===== config.mk =====
export PLATFORM = sky130hd
export DESIGN_NAME = sdmt_translator_flat
export DESIGN_NICKNAME = d
export VERILOG_FILES = /design/src/logic/sdmt_pkg.sv /design/src/logic/sdmt_link_if.sv /design/src/logic/sdmt_translator.sv /design/src/flat_wrapper.sv
export VERILOG_INCLUDE_DIRS = /design/src /design/src/logic
export SDC_FILE = /design/constraint.sdc
export NUM_CORES = 1
export LEC_CHECK = 0
export ABC_AREA = 1
export BUFFER_PORTS_ARGS = -buffer_cell sky130_fd_sc_hd__buf_2
export CORE_MARGIN = 2
export CORE_UTILIZATION = 51
export CTS_BUF_LIST = sky130_fd_sc_hd__clkbuf_8
export CTS_CLUSTER_SIZE = 30
export DETAILED_ROUTE_END_ITERATION = 8
export PLACE_DENSITY = 0.74
export SKIP_LAST_GASP = 1
export SYNTH_ARGS = -nofsm -noshare
export SYNTH_HDL_FRONTEND = slang
export SYNTH_SLANG_ARGS = --single-unit

===== constraint.sdc =====
create_clock -name i_core_clk -period 3.5 [get_ports i_core_clk]
set_clock_uncertainty 0.1 [all_clocks]
set_input_delay 0.525 -clock i_core_clk [delete_from_list [all_inputs] [get_ports i_core_clk]]
set_output_delay 0.525 -clock i_core_clk [all_outputs]
set_load 0.005 [all_outputs]

===== src/logic/sdmt_params.svh =====
/*
  constants for the step/direction microstep translator: widths, table sizes,
  resolution codes and the sixteen-entry default phase profile.
  assumes it is included by bare name from files that need the figures.
*/
`ifndef SDMT_PARAMS_SVH
`define SDMT_PARAMS_SVH

`define SDMT_ANGLE_W       6
`define SDMT_ANGLE_RESET   6'h00
`define SDMT_CFG_RES_RESET 2'h0
`define SDMT_FULL_OFFSET   6'h08
`define SDMT_STEP_FULL     6'h10
`define SDMT_STEP_HALF     6'h08
`define SDMT_STEP_QUARTER  6'h04
`define SDMT_STEP_SIXTEEN  6'h01
`define SDMT_MAG_W         6
`define SDMT_MAG_FULL      6'h3f
// default sine-like profile, entries 0..15 (rising magnitude)
`define SDMT_PROFILE_DEFAULT {6'h3f, 6'h3f, 6'h3e, 6'h3c, 6'h3a, 6'h37, 6'h34, 6'h30, \
                              6'h2c, 6'h27, 6'h22, 6'h1d, 6'h17, 6'h11, 6'h0c, 6'h06}

`endif


===== src/logic/sdmt_pkg.sv =====
/*
  types shared by both ends of the translator link.
  assumes sdmt_params.svh is available for the numeric constants.
*/
package sdmt_pkg;
  typedef enum logic [1:0] {
    SDMT_RES_FULL,
    SDMT_RES_HALF,
    SDMT_RES_QUARTER,
    SDMT_RES_SIXTEENTH
  } sdmt_res_e;

  typedef logic [5:0] sdmt_angle_t;
endpackage


===== src/logic/sdmt_link_if.sv =====
/*
  link between the controller and the translator: step, direction, resolution
  pins and the serial step-change strobe with its signed amount.
  assumes both ends run on the same core clock; pins are synchronised inside.
*/
`timescale 1ns/1ps
interface sdmt_link_if;
  logic       step;              // rising edge commands one move
  logic       dir_fwd;           // 1 = forward
  logic       res_select_lo;
  logic       res_select_hi;
  logic       serial_strobe_n;   // rising edge applies serial_change
  logic [5:0] serial_change;     // two's complement step change

  modport ctrl (
    output step, dir_fwd, res_select_lo, res_select_hi, serial_strobe_n, serial_change
  );
  modport dev (
    input step, dir_fwd, res_select_lo, res_select_hi, serial_strobe_n, serial_change
  );
endinterface


===== src/logic/sdmt_translator.sv =====
/*
  device end: keeps the step angle number, moves it on step edges at the
  selected resolution or by the serial change, and looks up both phase codes.
  assumes link pins may come from another domain, so all pass two flip-flops.
*/
`timescale 1ns/1ps
`include "sdmt_params.svh"
module sdmt_translator
  import sdmt_pkg::*;
(
  input  wire logic       i_core_clk,
  input  wire logic       i_resetn,
  sdmt_link_if.dev        link,
  input  wire logic [1:0] i_cfg_res,      // configuration select bits {hi,lo}
  input  wire logic       i_cfg_res_we,   // load i_cfg_res
  output logic [5:0]      o_angle,
  output logic [5:0]      o_mag_a,
  output logic            o_neg_a,
  output logic [5:0]      o_mag_b,
  output logic            o_neg_b,
  output logic [1:0]      o_res_eff
);

  // =====================================================================
  // helpers
  // =====================================================================
  localparam logic [95:0] PROFILE = `SDMT_PROFILE_DEFAULT;

  // sixteen profile values, index 0 is the smallest nonzero magnitude
  function automatic logic [5:0] prof(input logic [3:0] k);
    prof = PROFILE[6*k +: 6];
  endfunction

  // magnitude of a sine over one quarter: 0 at q=0, full at q=16
  function automatic logic [5:0] quarter_mag(input logic [4:0] q);
    if (q == 5'h00) begin
      quarter_mag = 6'h00;
    end else begin
      quarter_mag = prof(4'(q - 5'h01));
    end
  endfunction

  // next allowed position in the commanded direction
  function automatic logic [5:0] next_angle(input logic [5:0] a, input logic fwd,
                                            input logic [1:0] res);
    logic [5:0] sp;
    logic [5:0] off;
    logic [5:0] rel;
    logic [5:0] base;
    sp  = `SDMT_STEP_SIXTEEN;
    off = 6'h00;
    case (sdmt_res_e'(res))
      SDMT_RES_FULL: begin
        sp  = `SDMT_STEP_FULL;
        off = `SDMT_FULL_OFFSET;
      end
      SDMT_RES_HALF:    sp = `SDMT_STEP_HALF;
      SDMT_RES_QUARTER: sp = `SDMT_STEP_QUARTER;
      default:          sp = `SDMT_STEP_SIXTEEN;
    endcase
    rel  = a - off;
    base = rel & ~(sp - 6'h01);
    // forward: next grid point above; reverse: next grid point below
    if (fwd) begin
      next_angle = base + sp + off;
    end else if (rel != base) begin
      next_angle = base + off;
    end else begin
      next_angle = base - sp + off;
    end
  endfunction

  // =====================================================================
  // pin synchronisers and edge detect
  // =====================================================================
  logic [10:0] sync1_reg;
  logic [10:0] sync2_reg;
  logic [10:0] sync_next;
  logic        step_d_reg;
  logic        step_d_next;
  logic        strb_d_reg;
  logic        strb_d_next;

  always_comb begin
    sync_next   = {link.step, link.dir_fwd, link.res_select_hi, link.res_select_lo,
                   link.serial_strobe_n, link.serial_change};
    step_d_next = sync2_reg[10];
    strb_d_next = sync2_reg[6];
  end

  // two stages; only the second is looked at
  always_ff @(posedge i_core_clk or negedge i_resetn) begin
    if (!i_resetn) begin
      sync1_reg  <= 11'h040;
      sync2_reg  <= 11'h040;
      step_d_reg <= 1'b0;
      strb_d_reg <= 1'b1;
    end else begin
      sync1_reg  <= sync_next;
      sync2_reg  <= sync1_reg;
      step_d_reg <= step_d_next;
      strb_d_reg <= strb_d_next;
    end
  end

  wire       step_rise = sync2_reg[10] & ~step_d_reg;
  wire       dir_fwd   = sync2_reg[9];
  wire [1:0] pin_res   = sync2_reg[8:7];
  wire       strb_rise = sync2_reg[6] & ~strb_d_reg;
  wire [5:0] change    = sync2_reg[5:0];

  // =====================================================================
  // configuration bits and angle state
  // =====================================================================
  logic [1:0] cfg_res_reg;
  logic [1:0] cfg_res_next;
  logic [5:0] angle_reg;
  logic [5:0] angle_next;
  logic [1:0] res_eff;

  always_comb begin
    cfg_res_next = i_cfg_res_we ? i_cfg_res : cfg_res_reg;
    res_eff      = pin_res | cfg_res_reg;
    angle_next   = angle_reg;
    // the resolution is read fresh at every edge, so a change applies at the next one
    if (step_rise) begin
      angle_next = next_angle(angle_reg, dir_fwd, res_eff);
    end else if (strb_rise) begin
      angle_next = angle_reg + change;
    end
  end

  // step edge wins a same-cycle clash; the controller is expected to space them
  always_ff @(posedge i_core_clk or negedge i_resetn) begin
    if (!i_resetn) begin
      cfg_res_reg <= `SDMT_CFG_RES_RESET;
      angle_reg   <= `SDMT_ANGLE_RESET;
    end else begin
      cfg_res_reg <= cfg_res_next;
      angle_reg   <= angle_next;
    end
  end

  // =====================================================================
  // phase table lookup
  // =====================================================================
  logic [5:0] mag_a_next;
  logic [5:0] mag_b_next;
  logic       neg_a_next;
  logic       neg_b_next;
  logic [5:0] mag_a_reg;
  logic [5:0] mag_b_reg;
  logic       neg_a_reg;
  logic       neg_b_reg;
  logic [3:0] pos;
  logic [1:0] quad;

  // angle 0: B full positive, A zero; each count is 5.625 degrees
  always_comb begin
    quad = angle_next[5:4];
    pos  = angle_next[3:0];
    mag_a_next = quarter_mag(quad[0] ? 5'(5'h10 - {1'b0, pos}) : {1'b0, pos});
    mag_b_next = quarter_mag(quad[0] ? {1'b0, pos} : 5'(5'h10 - {1'b0, pos}));
    neg_a_next = quad[1] & (mag_a_next != 6'h00);
    neg_b_next = (quad == 2'h1 || quad == 2'h2) && (mag_b_next != 6'h00);
  end

  always_ff @(posedge i_core_clk or negedge i_resetn) begin
    if (!i_resetn) begin
      mag_a_reg <= 6'h00;
      mag_b_reg <= `SDMT_MAG_FULL;
      neg_a_reg <= 1'b0;
      neg_b_reg <= 1'b0;
    end else begin
      mag_a_reg <= mag_a_next;
      mag_b_reg <= mag_b_next;
      neg_a_reg <= neg_a_next;
      neg_b_reg <= neg_b_next;
    end
  end

  assign o_angle   = angle_reg;
  assign o_mag_a   = mag_a_reg;
  assign o_neg_a   = neg_a_reg;
  assign o_mag_b   = mag_b_reg;
  assign o_neg_b   = neg_b_reg;
  assign o_res_eff = res_eff;

endmodule


===== src/flat_wrapper.sv =====
// flat-port wrapper written by rule: the top's interface ports become plain ports
module sdmt_translator_flat import sdmt_pkg::*;
  (i_core_clk, i_resetn, i_cfg_res, i_cfg_res_we, o_angle, o_mag_a, o_neg_a, o_mag_b, o_neg_b, o_res_eff, link_step, link_dir_fwd, link_res_select_lo, link_res_select_hi, link_serial_strobe_n, link_serial_change);
  sdmt_link_if link_i ();
  input  wire logic i_core_clk;
  input  wire logic i_resetn;
  input  wire logic [1:0] i_cfg_res;
  input  wire logic i_cfg_res_we;
  output logic [5:0] o_angle;
  output logic [5:0] o_mag_a;
  output logic o_neg_a;
  output logic [5:0] o_mag_b;
  output logic o_neg_b;
  output logic [1:0] o_res_eff;
  input wire logic [$bits(link_i.step)-1:0] link_step;
  input wire logic [$bits(link_i.dir_fwd)-1:0] link_dir_fwd;
  input wire logic [$bits(link_i.res_select_lo)-1:0] link_res_select_lo;
  input wire logic [$bits(link_i.res_select_hi)-1:0] link_res_select_hi;
  input wire logic [$bits(link_i.serial_strobe_n)-1:0] link_serial_strobe_n;
  input wire logic [$bits(link_i.serial_change)-1:0] link_serial_change;
  assign link_i.step = link_step;
  assign link_i.dir_fwd = link_dir_fwd;
  assign link_i.res_select_lo = link_res_select_lo;
  assign link_i.res_select_hi = link_res_select_hi;
  assign link_i.serial_strobe_n = link_serial_strobe_n;
  assign link_i.serial_change = link_serial_change;
  sdmt_translator u_core (.i_core_clk(i_core_clk), .i_resetn(i_resetn), .link(link_i), .i_cfg_res(i_cfg_res), .i_cfg_res_we(i_cfg_res_we), .o_angle(o_angle), .o_mag_a(o_mag_a), .o_neg_a(o_neg_a), .o_mag_b(o_mag_b), .o_neg_b(o_neg_b), .o_res_eff(o_res_eff));
endmodule

==> impl_metrics.yaml <==
logic_synthesis:
  yosysSeqAreaShare_pct: 35.95
  ys_async_sr_fraction_pct: 100.0
  syn-instance-count: 405
  synth_top_area_share_pct: 28.64
  syn_nets: 461
  synth_warnings: 0
  yosysTopAreaCell: "dfrtp_1"
  synth_ff_type: "dfrtp_1"
  synth.cell_area_sq_um: 3233
  yosysUniqueCellTypes: 35
  synth_edf_count: 0
  ys_ff_latch: 46
  synth.most_common_cell: "nand2_1"
  synth_top_cells_by_count: "89 x nand2_1, 51 x inv_1, 49 x nand3_1"
  synth.area.top_cells: "dfrtp_1 29%, ha_1 15%, nand2_1 10%"
  avgSynthCellArea_sq_um: 7.983
detailed_routing:
  routedWlPerCell_microns: 13.62
  drt_iter0_markers: 164
  wl_mm: 8.214
  drc: 0
  route.vias.total: 3055
  avgViaCountPerCell: 5.066
  drt-pass1-iter-count: 4
  ant_nets: 0
global_route:
  grt_overflow: 0
  antenna_found_initial: 0
  track_usage_pct: 22.76
  grt_pass1_vias: 2989
  grt_max_degree: 47
  grt_pass1_wl_mm: 13.08
critical_path:
  worstSetupPathType: "reg -> reg"
  slowest_delay_ps: 410
  ff2ff_path_depth: 26
  crit_slowest_cell: "dfrtp_1"
  end_kind: "register"
  start_kind: "register"
  critPathMaxFanout: 6
  cp.arrival_ps: 3590
  required_ps: 3590
placed_design:
  pre_cts_slack_ps: -154.5
  dp_hpwl_mm: 5.773
  place_inst: 576
  portBuffers: 37
  place.gp.congestion: 0.9626
min_path:
  hp-class: "in -> reg"
  min_delay_path_depth: 1
timing:
  setup_violations: 0
  rsz0062_at_grt: "true"
  worst_pin_slew_ps: 972.5
  final.period_utilization_pct: 99.94
  period_minus_slack_ps: 3498
  relSlewSlack_pct: 35.16
  drv_slew: 0
  setup_slack_ps: 2.107
  fmax_mhz: 285.9
  final-hold-violation-count: 0
  setup_tns_ps: 0
clock_tree:
  clock_sinks: 46
  cts_buffers: 5
  cts_tree: "done"
  clk_pin_slew_ps: 100
  h-tree-depth: 2
  cts_buffer_depth: 2
  root_buffer: "clkbuf_8"
  worstSkewPairLatency_ps: 310
  hold_buffers: 0
final_layout:
  multi_input_area_sq_um: 2332
  antennaDiodeCount: 0
  seq_area_sq_um: 1162
  area_growth_syn_to_layout_pct: 46.05
  drive_gt1_share_pct: 49.24
  nNetsFinal: 581
  fill_cells: 448
  stdcell_count: 603
floorplanning:
  start_util_pct: 51.80
  die_width_microns: 83.62
  fp-row-count: 29
  die_h_microns: 83.62
  num_io_pins: 38
  coreArea_sq_um: 6241
  die-area_sq_um: 6992
power:
  power_density_nw_per_um2: 876.1
  p_leak_nw: 2.384
  irDropWorstVdd_v: 0.0006194
  totalPowerFinal_mw: 4.137
flow_run:
  maxCapViolCount: 0
outcome:
  status: "finished clean"
-- report_power, final --
group | internal (mW) | total [mW] | switching (mW)
logic | 1.46 | 3.05 | 1.59
clock network | 0.149 | 0.351 | 0.202
registers | 0.685 | 0.736 | 0.0509
-- routing by layer --
layer  vias to the layer above  part of all wire (%)  wire length [microns]  GRT usage [%]
li1                       1532                     -                      -              -
met1                      1453                    44                   3605          29.67
met2                        60                    51                   4178          38.33
met3                        10                   4.3                    352          5.045
met4                         0                  0.95                     78          6.158
met5                         -                     0                      0              0
-- cell families after synthesis --
| group | count (synthesis) | synth area share [%] |
|---|---|---|
| adder cells (fa/ha/maj) | 40 | 15.94 |
| flip-flops | 46 | 35.95 |
| AND/OR/NAND/NOR | 200 | 28.83 |
| buffers and inverters | 62 | 7.430 |
| XOR/XNOR | 11 | 2.980 |
| multiplexers | 2 | 0.6192 |
| AO/OA/AOI/OAI | 44 | 8.243 |
-- cells in the final DEF, fill, tap and decap left out, drive strengths merged, types with 3 or more instances in the layout --
cell,synthesis,routed
xor2,6,6
nand2,107,107
dfrtp,37,37
dfstp,9,9
buf,1,117
nand3b,3,3
o21ai,19,19
ha,38,38
inv,56,59
nor2,37,37
a21oi,18,18
nand3,49,49
xnor2,5,5
clkbuf,3,5
-- final cells by class --
class | count | share of cell area (%)
Tap cell | 77 | 2.040
Inverter | 58 | 4.822
Clock buffer | 5 | 1.457
Clock inverter | 3 | 0.5564
Multi-Input combinational cell | 297 | 49.39
Timing Repair Buffer | 117 | 17.12
Sequential cell | 46 | 24.62
-- repair_timing --
action | CTS | global route
gates resized for setup | 29 | 80
buffers inserted | 8 | 12
pin swaps | 21 | 57
endpoints found under the setup margin | 11 | 14
-- worst paths after layout --
check | end | slack, ps | from
max | u_core.o_neg_a | 2 | u_core.sync2_reg[8]
min | u_core.sync1_reg[6] | 210 | link_serial_strobe_n
max reg2reg | u_core.o_neg_a | 2 | u_core.sync2_reg[8]
min reg2reg | u_core.sync2_reg[7] | 250 | u_core.sync1_reg[7]
max in group asynchronous | u_core.o_neg_b | 2430 | i_resetn
min in group asynchronous | u_core.sync1_reg[1] | 270 | i_resetn
-- per-stage QoR --
| stage | cell area, sq um | hold WS, ps | util [%] |
|---|---|---|---|
| 2_1_floorplan | 3324 | 129.4 | - |
| 3_3_place_gp | 4021 | 231.4 | 64.43 |
| 3_5_place_dp | 4021 | 235.5 | 64.43 |
| 4_1_cts | 4305 | 196.0 | 68.99 |
| 5_1_grt | 4722 | 177.8 | 75.66 |
| 6_report | 4722 | 205.7 | 75.66 |
-- worst max-delay path: cells and delay by family (launching register included) --
kind | cells | cell delay (ps)
buffers and inverters | 4 | 450
AND/OR/NAND/NOR | 18 | 1600
flip-flops | 1 | 410
adder cells (fa/ha/maj) | 4 | 820
(Power assumes the default switching activity.)
